--- src/aol_pkg.sv ---
// constants shared by both ends of the addressable output latch link
// assumes one 10 MHz core clock on both ends
package aol_pkg;
  // bus word layout
  localparam int WORD_W = 8;
  localparam int ADDR_LSB = 0;
  localparam int ADDR_W = 3;
  localparam int VALUE_BIT = 3;
  localparam int DIGIT_LSB = 4;
  localparam int DIGIT_W = 4;
  localparam int NUM_OUT = 8;
  localparam int SEG_W = 7;
  localparam logic VALUE_ON = 1'b1;
  localparam logic LATCH_OFF = 1'b0;
  // host register byte offsets
  localparam logic [31:0] CMD_OFF = 32'h0000_0000;
  localparam logic [31:0] CTRL_OFF = 32'h0000_0004;
  localparam logic [31:0] STAT_OFF = 32'h0000_0008;
  // command register fields
  localparam int CMD_SEG_BIT = 8;
  // control register fields
  localparam int CTRL_CLR_BIT = 0;
  localparam logic [1:0] CTRL_RST = 2'h0;
  // status register fields
  localparam int STAT_BUSY_BIT = 0;
  localparam int STAT_CLR_BIT = 1;
  localparam int STAT_WORD_LSB = 8;
  localparam logic [WORD_W-1:0] WORD_RST = 8'h00;
  localparam logic [SEG_W-1:0] SEG_RST = 7'h00;
  // host bus cycle states
  typedef enum logic [2:0] {
    AOL_IDLE = 3'b001,
    AOL_SETUP = 3'b010,
    AOL_ACT = 3'b100
  } aol_state_t;
endpackage : aol_pkg

--- src/aol_bus_if.sv ---
// latch bus between the host controller and the output latch device
// assumes both ends run on the same core clock
`timescale 1ns/1ps
interface aol_bus_if;
  logic [7:0] bus_word; // location, value and digit
  logic chip_sel_n; // low: write the addressed latch
  logic segment_latch_strobe_n; // low: digit latch follows word
  logic all_outputs_reset_n; // low: every output latch off; digit latch keeps its value

  modport dev (
    input bus_word,
    input chip_sel_n,
    input segment_latch_strobe_n,
    input all_outputs_reset_n
  );

  modport hst (
    output bus_word,
    output chip_sel_n,
    output segment_latch_strobe_n,
    output all_outputs_reset_n
  );
endinterface : aol_bus_if

--- src/aol_device.sv ---
// device end: eight addressable output latches and a digit decoder
// assumes latch bus signals come from logic on the same core clock
`timescale 1ns/1ps
module aol_device
  import aol_pkg::*;
(
  input wire logic core_clk, // 10 MHz core clock
  input wire logic rst_n, // synchronous reset, active low
  aol_bus_if.dev bus, // latch bus from the host
  output logic [NUM_OUT-1:0] drive_out, // sink pin level
  output logic [NUM_OUT-1:0] drive_oe, // high: pin driven
  output logic [NUM_OUT-1:0] latch_state, // 1: output on
  output logic [DIGIT_W-1:0] digit_code, // latched digit
  output logic [SEG_W-1:0] segment_out // segments a..g, bit 0 = a
);
  localparam int NUM_GLYPH = 1 << DIGIT_W;
  logic [NUM_OUT-1:0] latch_reg;
  logic [NUM_OUT-1:0] latch_next;
  logic [NUM_OUT-1:0] select_hot;
  logic [NUM_OUT-1:0] set_hot;
  logic [NUM_OUT-1:0] reset_hot;
  logic [ADDR_W-1:0] write_addr;
  logic write_value;
  logic write_en;
  logic clear_all;
  logic digit_take;
  logic [DIGIT_W-1:0] digit_reg;
  logic [DIGIT_W-1:0] digit_next;
  logic [SEG_W-1:0] seg_reg;
  logic [SEG_W-1:0] seg_next;
  logic [SEG_W-1:0] glyph_rom [NUM_GLYPH];

  function automatic logic [SEG_W-1:0] aol_glyph(
    input logic [DIGIT_W-1:0] code
  );
    logic [SEG_W-1:0] pat;
    pat = SEG_RST;
    case (code)
      4'h0: pat = 7'h3f;
      4'h1: pat = 7'h06;
      4'h2: pat = 7'h5b;
      4'h3: pat = 7'h4f;
      4'h4: pat = 7'h66;
      4'h5: pat = 7'h6d;
      4'h6: pat = 7'h7d;
      4'h7: pat = 7'h07;
      4'h8: pat = 7'h7f;
      4'h9: pat = 7'h6f;
      4'ha: pat = 7'h77;
      4'hb: pat = 7'h7c;
      4'hc: pat = 7'h39;
      4'hd: pat = 7'h5e;
      4'he: pat = 7'h79;
      4'hf: pat = 7'h71;
      default: pat = SEG_RST;
    endcase
    return pat;
  endfunction : aol_glyph

  // fixed table, one row per code
  genvar ri;
  generate
    for (ri = 0; ri < NUM_GLYPH; ri = ri + 1) begin : g_rom
      assign glyph_rom[ri] = aol_glyph(DIGIT_W'(ri));
    end
  endgenerate

  assign write_addr = bus.bus_word[ADDR_LSB +: ADDR_W];
  assign write_value = (bus.bus_word[VALUE_BIT] == VALUE_ON);

  assign write_en = ~bus.chip_sel_n;

  // host keeps this high when unused
  assign clear_all = ~bus.all_outputs_reset_n;

  genvar gi;
  generate
    for (gi = 0; gi < NUM_OUT; gi = gi + 1) begin : g_out
      assign select_hot[gi] = write_en &
        (write_addr == ADDR_W'(gi));

      // value bit chooses set or reset
      assign set_hot[gi] = select_hot[gi] & write_value;
      assign reset_hot[gi] = select_hot[gi] & ~write_value;

      always_comb begin
        latch_next[gi] = latch_reg[gi];
        if (clear_all) begin
          latch_next[gi] = LATCH_OFF;
        end else if (set_hot[gi]) begin
          latch_next[gi] = ~LATCH_OFF;
        end else if (reset_hot[gi]) begin
          latch_next[gi] = LATCH_OFF;
        end
      end

      always_ff @(posedge core_clk) begin
        if (!rst_n) begin
          latch_reg[gi] <= LATCH_OFF;
        end else begin
          latch_reg[gi] <= latch_next[gi];
        end
      end

      assign drive_out[gi] = 1'b0;
      assign drive_oe[gi] = latch_reg[gi];
    end
  endgenerate

  assign latch_state = latch_reg;

  assign digit_take = ~bus.segment_latch_strobe_n;

  always_comb begin
    digit_next = digit_reg;
    if (digit_take) begin
      digit_next = bus.bus_word[DIGIT_LSB +: DIGIT_W];
    end
  end

  always_ff @(posedge core_clk) begin
    if (!rst_n) begin
      digit_reg <= '0;
    end else begin
      digit_reg <= digit_next;
    end
  end

  assign seg_next = glyph_rom[digit_reg];

  always_ff @(posedge core_clk) begin
    if (!rst_n) begin
      seg_reg <= SEG_RST;
    end else begin
      seg_reg <= seg_next;
    end
  end

  assign digit_code = digit_reg;
  assign segment_out = seg_reg;
endmodule : aol_device

--- src/flat_wrapper.sv ---
// flat-port wrapper written by rule: the top's interface ports become plain ports
module aol_device_flat import aol_pkg::*;
  (core_clk, rst_n, drive_out, drive_oe, latch_state, digit_code, segment_out, bus_bus_word, bus_chip_sel_n, bus_segment_latch_strobe_n, bus_all_outputs_reset_n);
  aol_bus_if bus_i ();
  input wire logic core_clk;
  input wire logic rst_n;
  output logic [NUM_OUT-1:0] drive_out;
  output logic [NUM_OUT-1:0] drive_oe;
  output logic [NUM_OUT-1:0] latch_state;
  output logic [DIGIT_W-1:0] digit_code;
  output logic [SEG_W-1:0] segment_out;
  input wire logic [$bits(bus_i.bus_word)-1:0] bus_bus_word;
  input wire logic [$bits(bus_i.chip_sel_n)-1:0] bus_chip_sel_n;
  input wire logic [$bits(bus_i.segment_latch_strobe_n)-1:0] bus_segment_latch_strobe_n;
  input wire logic [$bits(bus_i.all_outputs_reset_n)-1:0] bus_all_outputs_reset_n;
  assign bus_i.bus_word = bus_bus_word;
  assign bus_i.chip_sel_n = bus_chip_sel_n;
  assign bus_i.segment_latch_strobe_n = bus_segment_latch_strobe_n;
  assign bus_i.all_outputs_reset_n = bus_all_outputs_reset_n;
  aol_device u_core (.core_clk(core_clk), .rst_n(rst_n), .bus(bus_i), .drive_out(drive_out), .drive_oe(drive_oe), .latch_state(latch_state), .digit_code(digit_code), .segment_out(segment_out));
endmodule
--- config.mk ---
export PLATFORM = sky130hd
export DESIGN_NAME = aol_device_flat
export DESIGN_NICKNAME = d
export VERILOG_FILES = /design/src/aol_pkg.sv /design/src/aol_bus_if.sv /design/src/aol_device.sv /design/src/flat_wrapper.sv
export SDC_FILE = /design/constraint.sdc
export NUM_CORES = 1
export LEC_CHECK = 0
export BUFFER_PORTS_ARGS = -buffer_cell sky130_fd_sc_hd__buf_2
export CAP_MARGIN = 20
export CORE_ASPECT_RATIO = 1.25
export CORE_MARGIN = 2
export CORE_UTILIZATION = 49
export CTS_BUF_LIST = sky130_fd_sc_hd__clkbuf_16
export DETAILED_ROUTE_END_ITERATION = 16
export PLACE_DENSITY = 0.95
export SLEW_MARGIN = 20
export SYNTH_ARGS = -nofsm -noshare
export SYNTH_HDL_FRONTEND = slang
export SYNTH_SLANG_ARGS = --single-unit
--- constraint.sdc ---
create_clock -name core_clk -period 2.05 [get_ports core_clk]
set_input_delay 0 -clock core_clk [delete_from_list [all_inputs] [get_ports core_clk]]
set_output_delay 0 -clock core_clk [all_outputs]
set_load 0.01 [all_outputs]
# Yosys cells after proc, flatten, opt, wreduce, memory -nomap -nowiden
# Memory sizes are Yosys's and may differ from the RTL's. A register that Yosys moved wholly into a read port is not among the register bits.
# Index checks and enable logic that the tools add are counted.
[word_totals]
reg_bits = 12
latchBits = 0
mem_bits_rw = 0
mem_bits_ro = 112
in_bits = 13
elab_cells = 71
n_memories = 1
[memory_table]
columns = ["memory", "depth", "word_bits", "rd", "rd_ports_with_merged_regs", "write_ports", "line", "text"]
rows = [
  ["(no name shown)", 16, 7, 1, 1, 0, "aol_device.sv:129", "assign seg_next = glyph_rom[digit_reg];"],
]
[classes]
addsub = 0
n_mul = 0
n_div = 0
magnitude_cmp = 0
eq_ne = 7
n_shift = 0
mux = 16
n_bitwise = 27
reduce_logical = 11
[ops]
columns = ["cell", "n"]
rows = [
  ["1-bit AND", 24],
  ["1-bit two-way mux", 16],
  ["2-bit nonzero test", 8],
  ["3-bit equality test, second input constant", 4],
  ["3-bit by 2-bit equality test with 1-bit output, second input constant", 2],
  ["4-bit NOT with 5-bit output", 1],
  ["3-bit by 1-bit equality test with 1-bit output, second input constant", 1],
  ["3-bit zero test", 1],
  ["1-bit NOT", 2],
  ["2-bit AND reduction", 1],
  ["1-bit zero test", 1],
]

# Depth between registers and ports, before layout
# Gate-level depths: netlist (run 1).
[depth]
word_depth = 5
mapped_depth = 5
mapped_depth_nobuf = 5

# Worst setup path after synthesis (run 1)
# No wires, ideal clock.
[synth_timing]
path_kind = "register -> register"
start = "reg u_core.digit_reg[1], in the netlist u_core.digit_code[1]"
end = "reg u_core.seg_reg[3], in the netlist u_core.segment_out[3]"
setup_time_ns = 0.065
arrival_ns = 1.425
required_time_ns = 1.985
slack_ns = 0.560
path_stages_with_launch = 6
n_path_buf = 0
synth_period_minus_slack_ns = 1.490
path_cell_list = "dfxtp_1 -> inv_1 -> ha_1 -> inv_1 -> mux4_2 -> nor2b_1"
[synth_via]
elab_chain_cells = 1
[synth_lines]
columns = ["element", "line", "text"]
rows = [
  ["start, declared", "aol_device.sv:27", "logic [DIGIT_W-1:0] digit_reg;"],
  ["start signal, assigned", "aol_device.sv:125", "digit_reg <= digit_next;"],
  ["4-bit NOT with 5-bit output (not written as such)", "aol_device.sv:129", ""],
  ["end, declared", "aol_device.sv:29", "logic [SEG_W-1:0] seg_reg;"],
]
# Every way passes these cells.
# A chain may end at the register's enable or synchronous reset.

# Final worst setup path (run 1)
[layout_timing]
start = "reg u_core.digit_reg[0], in the netlist u_core.digit_code[0]"
end = "reg u_core.seg_reg[3], in the netlist u_core.segment_out[3]"
# Same word-level chain as after synthesis.

==> impl_summary.txt, run 1 <==
----------------------------------------------------
[Hold path]
  Type of the worst min-delay path ... primary input to flip-flop

[Synth]
  Distinct cells, synth ... 25
  Share of the synthesized area in the top cell type ... 0.356
  Dominant cells by area after synthesis ... sky130_fd_sc_hd__dfxtp_1, sky130_fd_sc_hd__mux2i_1, sky130_fd_sc_hd__buf_4, sky130_fd_sc_hd__ha_1, sky130_fd_sc_hd__nor2b_1
  Proportion of synthesized chip area in sequential cells ... 0.356
  Post-Synthesis Mean Instance Area ... between 9 and 10 um^2
  Synthesized instance count ... 112
  Synth warn ... 0
  #FFs+latches synth ... 19
  Netlist Area Pre-Place ... ~0.0011 mm^2
  Synth area leader ... sky130_fd_sc_hd__dfxtp_1

[Finish]
  Area growth, synth to finish ... 16.7%
  Most frequent cells in the layout ... sky130_fd_sc_hd__buf_2, sky130_fd_sc_hd__dfxtp_1, sky130_fd_sc_hd__mux2i_1
  Most common library cell in the layout ignoring fill and taps ... sky130_fd_sc_hd__buf_2
  Number of antenna repair diodes ... 0
  Fin util ... 0.615
  Combined area of the multi-input logic cells ... ~550 um^2
  Net count of the finished layout ... 161
  Total of fill cells in the finished design ... about 170
  Sequential Area ... approximately 380 um^2
  Layout cell share with drive strength beyond 1 ... 0.321

[Floorplan]
  Die Y-Extent ... roughly 56 um
  Count of standard-cell rows ... 18
  Core box area ... approximately 0.0020 mm^2
  Die outline width ... between 40 and 50 um
  Full die area ... between 0.002 and 0.003 mm^2
  Effective utilization at floorplan ... 0.527
  IO Count ... 48

[Critical path]
  Cell chain of the critical path ... inv_1 -> ha_1 -> inv_1 -> mux4_2 -> nor2b_1
  R2r setup slk ... 0.51 ns
  Cell with the largest stage delay on the worst path ... sky130_fd_sc_hd__dfxtp_1
  Worst r2r src ... u_core.digit_code[0]$_SDFFE_PN0N_
  Destination of the worst register-to-register timing path ... u_core.segment_out[3]$_SDFF_PN0_
  Gate family responsible for the most delay along the worst path ... flip-flops
  CP arrival ... 1.72 ns
  Capturing element of the worst setup path ... u_core.segment_out[3]$_SDFF_PN0_
  Critical path peak fanout ... 6
  Worst Path Required ... around 2.2 ns
  Critical Path Sink Type ... flip-flop
  Buf/Inv on CP ... 2
  Biggest cell delay along the critical path ... between 0.4 and 0.5 ns
  Worst setup path startpoint ... u_core.digit_code[0]$_SDFFE_PN0N_
  Type of origin of the critical path ... flip-flop
  Depth of the most critical reg-to-reg path ... 5
  Type of the worst setup path ... flip-flop to flip-flop
  Cell count along the critical path ... 5
  Most frequent CP cell ... sky130_fd_sc_hd__inv_1

[Clocking]
  Buffers inserted by post-CTS timing repair ... 0
  Cts hold-fix bufs ... 0
  CTS tree ... yes
  Max clock buf depth ... 2
  Root buffer selected by CTS ... sky130_fd_sc_hd__clkbuf_16
  Clock latency of the later-clocked register in the worst-skew pair ... approximately 0.25 ns
  Clock tree sinks ... 19
  CTS Buf Count ... 3
  Clock input transition at the sequential cells of the worst setup and hold paths ... approximately 0.050 ns
  Level count of the clock H-tree ... 1
  Post_cts resized ... 0

[GRT]
  Vias in the first global route ... between 600 and 700
  Aggregate global routing overflow ... 0
  First-pass GRT wire length ... about 2800 um
  Initial antenna violation count ... 0
  Pin count of the biggest net entering global routing ... 19
  Overall routing resource usage ... 0.147

[STA]
  Endpoints failing hold ... 0
  Final min period ... approximately 1.5 ns
  Relative slew slack ... 0.653
  Final clock period utilization by the worst path ... 0.750
  RSZ-0062 raised after global routing ... no
  Count of final setup violators ... 0
  Worst hold slack after final layout ... 0.00649 ns
  Final number of max-transition violations ... 0
  Slew @ Worst Pin ... a little over 0.5 ns
  Worst Clk Skew ... between 0.002 and 0.0025 ns
  Highest Clock Rate ... ~650 MHz
  Setup tns final ... 0 ns

[Place]
  RePlAce Congestion ... ~0.75
  Detailed-placement wirelength estimate ... between 1000 and 1500 um
  Buffers on Ports ... 39

[Routing]
  Sum of routed wire length over all layers ... ~1900 um
  Number of DRC markers in iteration 0 ... 7
  Detail Route Antenna Nets ... 0
  DRC Markers ... 0
  Post-DR wirelength/cell ... roughly 12 um
  Vias ... between 800 and 900
  DR vias/cell ... approximately 5.3
  DRT Pass-1 Iters ... 4

[Power]
  Power density relative to cell area ... about 730 mW/mm^2
  Peak ir drop on the vdd network ... between 500 and 600 uV
  Lkg Pwr ... 0.624 nW

[Flow run]
  Total of max-cap violations ... 0

[Outcome]
  Result of the run ... finished clean

----------------------------------------------------
==> where the power goes <==
part,internal (mW),total [mW],switching (mW)
Clock,0.259,0.382,0.123
Combinational,0.0569,0.122,0.0653
Sequential,0.389,0.406,0.0171
Total,0.705,0.910,0.205
==> kinds of logic (layout without fill, tap and decap cells) <==
logic type	after synthesis	after routing	share of synthesized area
buffers and inverters	26	47	0.151
adders and majority gates	7	7	0.0820
other	1	8	0.00351
muxes	13	13	0.133
AOI/OAI and AO/OA	9	9	0.0656
and+or+nand+nor	37	37	0.208
DFF	19	19	0.356
==> layer usage <==
metal | wire (um) | vias up | track usage | part of all wire
met5 | 0 | - | 0 | 0
met4 | 17 | 0 | 0.0571 | 0.0089
met2 | 1010 | 38 | 0.288 | 0.53
li1 | - | 411 | - | -
met3 | 127 | 2 | 0.0325 | 0.066
met1 | 765 | 391 | 0.134 | 0.40
==> worst reg2reg max path, delay by kind of cell (launching register included) <==
family	cells	cell delay (ns)
fa+ha+maj	1	0.32
mux	1	0.44
flops	1	0.44
buf+inv	2	0.18
simple gates	1	0.11
==> worst min path at each step <==
| stage | start | endpoint | slack (ns) | depth (start not counted) |
|---|---|---|---|---|
| floorplan | rst_n | u_core.segment_out[0]$_SDFF_PN0_ | 0.16 | 2 |
| global placement | bus_bus_word[6] | u_core.digit_code[2]$_SDFFE_PN0N_ | 0.25 | 3 |
| detailed placement | bus_bus_word[6] | u_core.digit_code[2]$_SDFFE_PN0N_ | 0.26 | 3 |
| CTS | bus_bus_word[6] | u_core.digit_code[2]$_SDFFE_PN0N_ | 0.009 | 3 |
| global route | bus_bus_word[4] | u_core.digit_code[0]$_SDFFE_PN0N_ | 0.04 | 3 |
| finish | bus_bus_word[6] | u_core.digit_code[2]$_SDFFE_PN0N_ | 0.006 | 3 |
==> area by class of cell <==
class                   count  share of cell area
well taps                  20              0.0201
clock inverters             1             0.00301
inverters                   4              0.0120
repair buffers             39               0.156
flip-flops and latches     19               0.305
multi-input cells          74               0.443
clock buffers               3              0.0602
==> through the flow <==
| stage | power, mW | setup WS (ns) | cells | instance area [um^2] |
|---|---|---|---|---|
| 2_1_floorplan | 0.503 | 0.560 | 119 | 1090 |
| 3_3_place_gp | 0.530 | 0.613 | 156 | 1170 |
| 3_5_place_dp | 0.536 | 0.522 | 156 | 1170 |
| 4_1_cts | 0.922 | 0.505 | 160 | 1250 |
| 5_1_grt | 0.952 | 0.426 | 160 | 1250 |
| 6_report | 0.910 | 0.512 | 160 | 1250 |
==> cell usage after synthesis <==
cell,number
sky130_fd_sc_hd__buf_4,16
sky130_fd_sc_hd__mux2i_1,12
sky130_fd_sc_hd__nand3b_1,1
sky130_fd_sc_hd__o21ai_1,2
sky130_fd_sc_hd__dfxtp_1,19
sky130_fd_sc_hd__nor4_1,1
sky130_fd_sc_hd__a21oi_1,2
sky130_fd_sc_hd__and4bb_2,2
sky130_fd_sc_hd__nand3_1,3
sky130_fd_sc_hd__conb_1,1
sky130_fd_sc_hd__nor2b_1,8
sky130_fd_sc_hd__inv_1,4
sky130_fd_sc_hd__nor4b_1,3
sky130_fd_sc_hd__mux4_2,1
sky130_fd_sc_hd__ha_1,7
sky130_fd_sc_hd__clkbuf_2,1
sky130_fd_sc_hd__o211a_1,3
sky130_fd_sc_hd__clkbuf_1,3
sky130_fd_sc_hd__nand2_1,5
sky130_fd_sc_hd__and4bb_1,1
sky130_fd_sc_hd__nand4b_1,2
sky130_fd_sc_hd__nand2b_1,1
sky130_fd_sc_hd__nor2_1,10
sky130_fd_sc_hd__buf_2,2
sky130_fd_sc_hd__o311a_1,2
==> sequential cells by signal (all words and copies together), names as in the netlist <==
name / count
u_core.digit_code: 4
u_core.segment_out: 7
u_core.drive_oe: 8
Note: power is estimated with default switching activity, not from simulation.
==> run 2: changes to the inputs <==
Settings changed: CORE_UTILIZATION 49 to 41, PLACE_DENSITY 0.95 to 0.86.
Clock period 2.05 ns to 1.32 ns, I/O delays scaled along.
==> impl_summary.txt, run 2 (synthesis results as in run 1) <==
----------------------------------------------------
[Floorplan]
  Full die area ... 0.00303 mm^2 (+18%)
  Die outline width ... 49.7 um (+8.5%)
  Count of standard-cell rows ... 20 (+2)
  Effective utilization at floorplan ... 0.436 (-0.0914)
  Die Y-Extent ... 61.1 um (+8.7%)
  IO Count ... 48 (unchanged)
  Core box area ... 0.00245 mm^2 (+21%)

[Critical path]
  Buf/Inv on CP ... 2 (unchanged)
  R2r setup slk ... -0.005 ns (-0.52 ns)
  Cell chain of the critical path ... inv_4 -> ha_4 -> inv_2 -> mux4_2 -> nor2b_1
  Depth of the most critical reg-to-reg path ... 5 (unchanged)
  Destination of the worst register-to-register timing path ... u_core.segment_out[3]$_SDFF_PN0_
  Gate family responsible for the most delay along the worst path ... multiplexers
  CP arrival ... 1.51 ns (-0.21 ns)
  Type of the worst setup path ... flip-flop to flip-flop
  Biggest cell delay along the critical path ... 0.44 ns (about the same)
  Cell with the largest stage delay on the worst path ... sky130_fd_sc_hd__mux4_2
  Critical path peak fanout ... 4 (-2)
  Critical Path Sink Type ... flip-flop
  Worst r2r src ... u_core.digit_code[0]$_SDFFE_PN0N_
  Type of origin of the critical path ... flip-flop
  Worst Path Required ... 1.50 ns (-0.73 ns)

[Clocking]
  Clock input transition at the sequential cells of the worst setup and hold paths ... 0.05 ns (about the same)
  CTS Buf Count ... 3 (unchanged)
  CTS tree ... yes
  Max clock buf depth ... 2 (unchanged)
  Clock tree sinks ... 19 (unchanged)
  Cts hold-fix bufs ... 0 (unchanged)
  Clock latency of the later-clocked register in the worst-skew pair ... 0.24 ns (about the same)
  Level count of the clock H-tree ... 1 (unchanged)
  Root buffer selected by CTS ... sky130_fd_sc_hd__clkbuf_16

[GRT]
  First-pass GRT wire length ... 3420 um (+21%)
  Initial antenna violation count ... 0 (unchanged)
  Vias in the first global route ... 819 (+18%)
  Aggregate global routing overflow ... 0 (unchanged)
  Overall routing resource usage ... 0.147 (-0.000435)
  Pin count of the biggest net entering global routing ... 17 (-2)

[Place]
  # placed instances ... 173 (+11%)
  RePlAce Congestion ... 0.787 (+4.5%)
  Buffers on Ports ... 39 (unchanged)
  Detailed-placement wirelength estimate ... 1620 um (+9.5%)
  Post-placement worst setup slack ... -0.0280 ns (-0.550 ns)
  Total cell area at the placement stage ... 0.00123 mm^2 (+5.7%)

[Finish]
  Summed area of non-filler cells in the final layout ... 0.00134 mm^2 (+7.7%)
  Most common library cell in the layout ignoring fill and taps ... sky130_fd_sc_hd__buf_2
  Number of antenna repair diodes ... 0 (unchanged)
  Total of fill cells in the finished design ... 236 (+36%)
  Layout cell share with drive strength beyond 1 ... 0.401 (+0.0799)
  Combined area of the multi-input logic cells ... 568 um^2 (+2.7%)
  Sequential Area ... 388 um^2 (+2.0%)
  Final Instance Count excl. Fillers ... 180 (+13%)
  Most frequent cells in the layout ... sky130_fd_sc_hd__buf_2, sky130_fd_sc_hd__dfxtp_1, sky130_fd_sc_hd__mux2i_1
  Max reg flops ... 8 (unchanged)
  Net count of the finished layout ... 168 (+4.3%)
  Area growth, synth to finish ... 25.8%

[Power]
  Power density relative to cell area ... 1080 mW/mm^2 (+48%)
  Peak ir drop on the vdd network ... 584 uV (-0.99%)
  Power consumption ... 1.45 mW (+59%)
  Lkg Pwr ... 0.662 nW (+6.0%)

[Routing]
  Number of DRC markers in iteration 0 ... 6 (-1)
  DRT Pass-1 Iters ... 3 (-1)
  Vias ... 899 (+6.8%)
  Sum of routed wire length over all layers ... 2080 um (+8.3%)
  DR vias/cell ... 4.99 (-5.1%)
  DRC Markers ... 0 (unchanged)
  Detail Route Antenna Nets ... 0 (unchanged)
  Post-DR wirelength/cell ... 11.5 um (-3.7%)

[STA]
  Count of final setup violators ... 1 (+1)
  Endpoints failing hold ... 0 (unchanged)
  RSZ-0062 raised after global routing ... yes
  Highest Clock Rate ... 755 MHz (+16%)
  Worst Clk Skew ... 0.00147 ns (-0.000898 ns)
  Final min period ... 1.32 ns (-0.213 ns)
  Final number of max-transition violations ... 0 (unchanged)
  Setup ws final ... -0.00488 ns (-0.517 ns)
  Final clock period utilization by the worst path ... 1.00 (+0.254)

[Hold path]
  Type of the worst min-delay path ... primary input to flip-flop
  Min-delay src ... bus_bus_word[6]
  Number of stages on the worst hold path ... 3 (unchanged)
  Terminating pin of the worst hold path ... u_core.digit_code[2]$_SDFFE_PN0N_

[Flow run]
  Total of max-cap violations ... 0 (unchanged)

[Outcome]
  Result of the run ... finished, violations left
  Violated checks ... negative setup slack

----------------------------------------------------
[run 2: cell count changes in the layout (fill, tap and decap cells not counted)]
| cell | delta |
|---|---|
| sky130_fd_sc_hd__inv_2 | +1 |
| sky130_fd_sc_hd__inv_4 | +2 |
| sky130_fd_sc_hd__inv_1 | -3 |
| sky130_fd_sc_hd__dfxtp_4 | +2 |
| sky130_fd_sc_hd__ha_2 | +1 |
| sky130_fd_sc_hd__buf_4 | +7 |
| sky130_fd_sc_hd__dfxtp_1 | -2 |
| sky130_fd_sc_hd__ha_1 | -2 |
| sky130_fd_sc_hd__ha_4 | +1 |
[run 2: worst register-to-register path: stages, from the launching register on]
cell	delay [ns]
sky130_fd_sc_hd__dfxtp_4	0.38
sky130_fd_sc_hd__inv_4	0.05
sky130_fd_sc_hd__ha_4	0.26
sky130_fd_sc_hd__inv_2	0.03
sky130_fd_sc_hd__mux4_2	0.44
sky130_fd_sc_hd__nor2b_1	0.10
[run 2: cell type report]
class / count / share of cell area
inverter: 4 / 0.0149
sequential: 19 / 0.289
multi-input combinational: 74 / 0.423
timing repair buffer: 46 / 0.184
tap: 33 / 0.0307
clock buffer: 3 / 0.0559
clock inverter: 1 / 0.00279
[run 2: worst max path at each step]
stage               slack [ns]                               end                              start  cells past startpoint
floorplan                0.006  u_core.segment_out[3]$_SDFF_PN0_  u_core.digit_code[1]$_SDFFE_PN0N_                      5
detailed placement       -0.03  u_core.segment_out[3]$_SDFF_PN0_  u_core.digit_code[0]$_SDFFE_PN0N_                      5
CTS                     -0.008  u_core.segment_out[3]$_SDFF_PN0_  u_core.digit_code[0]$_SDFFE_PN0N_                      5
global route             -0.05  u_core.segment_out[3]$_SDFF_PN0_  u_core.digit_code[0]$_SDFFE_PN0N_                      5
global placement          0.02  u_core.segment_out[3]$_SDFF_PN0_  u_core.digit_code[1]$_SDFFE_PN0N_                      5
finish                  -0.005  u_core.segment_out[3]$_SDFF_PN0_  u_core.digit_code[0]$_SDFFE_PN0N_                      5
[run 2: per-layer routing]
layer / up-vias / wire (um) / global-route usage
li1: 430 / - / -
met1: 431 / 749 / 0.143
met2: 34 / 1130 / 0.295
met3: 4 / 156 / 0.0194
met4: 0 / 38 / 0.0913
met5: - / 0 / 0
[run 2: what timing repair did]
action                                  in CTS  in global routing
gates resized for setup                      3                  1
setup buffers                                3                  0
pin swaps                                    1                  1
endpoints found under the setup margin       1                  2
[run 2: per-stage QoR]
stage | TNS, ns | hold slack [ns] | util
floorplan | 0 | 0.158 | -
global placement | 0 | 0.255 | 0.504
detailed placement | -0.0280 | 0.275 | 0.504
CTS | -0.00779 | 0.0159 | 0.547
global route | -0.0925 | 0.0394 | 0.548
finish | -0.00488 | 0.0120 | 0.548
[run 2: report_power, final]
part | internal, mW | switching, mW
Combinational | 0.109 | 0.119
Sequential | 0.603 | 0.0207
Clock | 0.402 | 0.193
Total | 1.11 | 0.333
==> run 3: changes to the inputs <==
Settings changed: HOLD_SLACK_MARGIN from default to 0.03, PLACE_DENSITY 0.86 to default, PLACE_DENSITY_LB_ADDON from default to 0.15.
==> impl_summary.txt, run 3 (synthesis results as in run 1) <==
----------------------------------------------------
[STA]
  Endpoints failing hold ... 0 (unchanged)
  Count of final setup violators ... 1 (unchanged)
  Highest Clock Rate ... 749 MHz (-0.79%)
  Worst hold slack after final layout ... 0.0215 ns (+0.00950 ns)
  Setup tns final ... -0.0154 ns (-0.0105 ns)
  Worst Clk Skew ... 0.00232 ns (+0.000842 ns)
  Final clock period utilization by the worst path ... 1.01 (+0.00795)
  Final number of max-transition violations ... 0 (unchanged)
  Final min period ... 1.34 ns (+0.0105 ns)
  Setup ws final ... -0.0154 ns (-0.0105 ns)
  RSZ-0062 raised after global routing ... yes

[Finish]
  Area growth, synth to finish ... 28.8%
  Max reg flops ... 8 (unchanged)
  Sequential Area ... 388 um^2 (unchanged)
  Total of fill cells in the finished design ... 236 (unchanged)
  Summed area of non-filler cells in the final layout ... 0.00138 mm^2 (+2.4%)
  Net count of the finished layout ... 170 (+1.2%)
  Most common library cell in the layout ignoring fill and taps ... sky130_fd_sc_hd__buf_2
  Combined area of the multi-input logic cells ... 578 um^2 (+1.8%)
  Layout cell share with drive strength beyond 1 ... 0.389 (-0.0121)
  Number of antenna repair diodes ... 0 (unchanged)
  Most frequent cells in the layout ... sky130_fd_sc_hd__buf_2, sky130_fd_sc_hd__dfxtp_1, sky130_fd_sc_hd__mux2i_1

[Routing]
  Vias ... 862 (-4.1%)
  Number of DRC markers in iteration 0 ... 14 (+8)
  Post-DR wirelength/cell ... 11.5 um (-0.19%)
  DRT Pass-1 Iters ... 2 (-1)
  Sum of routed wire length over all layers ... 2100 um (+0.91%)
  Detail Route Antenna Nets ... 0 (unchanged)
  DR vias/cell ... 4.74 (-5.2%)
  DRC Markers ... 0 (unchanged)

[Clocking]
  Clock tree sinks ... 19 (unchanged)
  CTS tree ... yes
  Clock input transition at the sequential cells of the worst setup and hold paths ... 0.05 ns (about the same)
  Level count of the clock H-tree ... 1 (unchanged)
  Clock latency of the later-clocked register in the worst-skew pair ... 0.25 ns (about the same)
  Max clock buf depth ... 2 (unchanged)
  Root buffer selected by CTS ... sky130_fd_sc_hd__clkbuf_16
  CTS Buf Count ... 3 (unchanged)

[Floorplan]
  Die Y-Extent ... 61.1 um (unchanged)
  Full die area ... 0.00303 mm^2 (unchanged)
  IO Count ... 48 (unchanged)
  Core box area ... 0.00245 mm^2 (unchanged)
  Effective utilization at floorplan ... 0.436 (unchanged)
  Die outline width ... 49.7 um (unchanged)
  Count of standard-cell rows ... 20 (unchanged)

[Place]
  Post-placement worst setup slack ... -0.0302 ns (-0.00227 ns)
  Total cell area at the placement stage ... 0.00124 mm^2 (+0.61%)
  Detailed-placement wirelength estimate ... 1580 um (-2.4%)
  RePlAce Congestion ... 0.799 (+1.6%)
  Buffers on Ports ... 39 (unchanged)

[Critical path]
  Worst Path Required ... 1.51 ns (about the same)
  Type of the worst setup path ... flip-flop to flip-flop
  CP arrival ... 1.53 ns (+0.02 ns)
  Cell count along the critical path ... 5 (unchanged)
  Gate family responsible for the most delay along the worst path ... multiplexers
  Biggest cell delay along the critical path ... 0.45 ns (about the same)
  Cell with the largest stage delay on the worst path ... sky130_fd_sc_hd__mux4_2
  Buf/Inv on CP ... 2 (unchanged)
  R2r setup slk ... -0.02 ns (about the same)
  Critical path peak fanout ... 4 (unchanged)
  Critical Path Sink Type ... flip-flop
  Type of origin of the critical path ... flip-flop
  Depth of the most critical reg-to-reg path ... 5 (unchanged)
  Cell chain of the critical path ... inv_4 -> ha_4 -> inv_2 -> mux4_2 -> nor2b_1

[Power]
  Power density relative to cell area ... 1070 mW/mm^2 (-0.98%)
  Peak ir drop on the vdd network ... 578 uV (-1.1%)
  Lkg Pwr ... 0.672 nW (+1.5%)

[Flow run]
  Total of max-cap violations ... 0 (unchanged)

[GRT]
  Pin count of the biggest net entering global routing ... 16 (-1)
  Aggregate global routing overflow ... 0 (unchanged)
  Overall routing resource usage ... 0.143 (-0.00390)
  Vias in the first global route ... 773 (-5.6%)
  Initial antenna violation count ... 0 (unchanged)
  First-pass GRT wire length ... 3180 um (-6.9%)

[Hold path]
  Type of the worst min-delay path ... primary input to flip-flop
  Number of stages on the worst hold path ... 3 (unchanged)

[Outcome]
  Result of the run ... finished, violations left
  Violated checks ... negative setup slack

----------------------------------------------------
==> run 3: cell type report <==
class	count	area share
Multi-Input combinational cell	74	0.420
Sequential cell	19	0.282
Timing Repair Buffer	48	0.196
Clock buffer	3	0.0545
Tap cell	33	0.0300
Inverter	4	0.0145
Clock inverter	1	0.00273
==> run 3: final timing paths <==
kind | from | end
worst min register to register | u_core.drive_oe[1]$_SDFFE_PN0P_ | u_core.drive_oe[1]$_SDFFE_PN0P_
worst max register to register | u_core.digit_code[1]$_SDFFE_PN0N_ | u_core.segment_out[3]$_SDFF_PN0_
worst min-delay path | bus_bus_word[5] | u_core.digit_code[1]$_SDFFE_PN0N_
worst max-delay path | u_core.digit_code[1]$_SDFFE_PN0N_ | u_core.segment_out[3]$_SDFF_PN0_
==> run 3: power breakdown <==
part	internal, mW	switching, mW
Sequential	0.602	0.0190
Combinational	0.113	0.119
Clock	0.403	0.211
Total	1.12	0.349
==> run 3: what timing repair did <==
item                                   in CTS  in global routing
buffers inserted                            1                  0
resized for setup                           3                  2
hold buffers                                3                  0
endpoints found under the hold margin       3                  0
pin swaps                                   1                  2
setup endpoints to repair                   1                  2
==> run 3: per-stage QoR <==
stage           util  std cells  total power [mW]
5_1_grt        0.561        182              1.53
3_5_place_dp   0.507        174             0.851
3_3_place_gp   0.507        174             0.847
4_1_cts        0.556        182              1.48
2_1_floorplan      -        119             0.785
6_report       0.561        182              1.47
==> run 3: tightest hold or removal path, cell delays in order <==
cell and delay, ns:
sky130_fd_sc_hd__buf_2 0.08, sky130_fd_sc_hd__mux2i_1 0.05, sky130_fd_sc_hd__nor2b_1 0.10
==> run 3: routing by layer <==
metal	vias to the layer above	global-route usage	wire, um	part of all wire
met5	-	0	0	0
met2	30	0.276	1080	0.52
li1	432	-	-	-
met3	7	0.0291	123	0.059
met4	0	0.107	65	0.031
met1	393	0.135	825	0.39
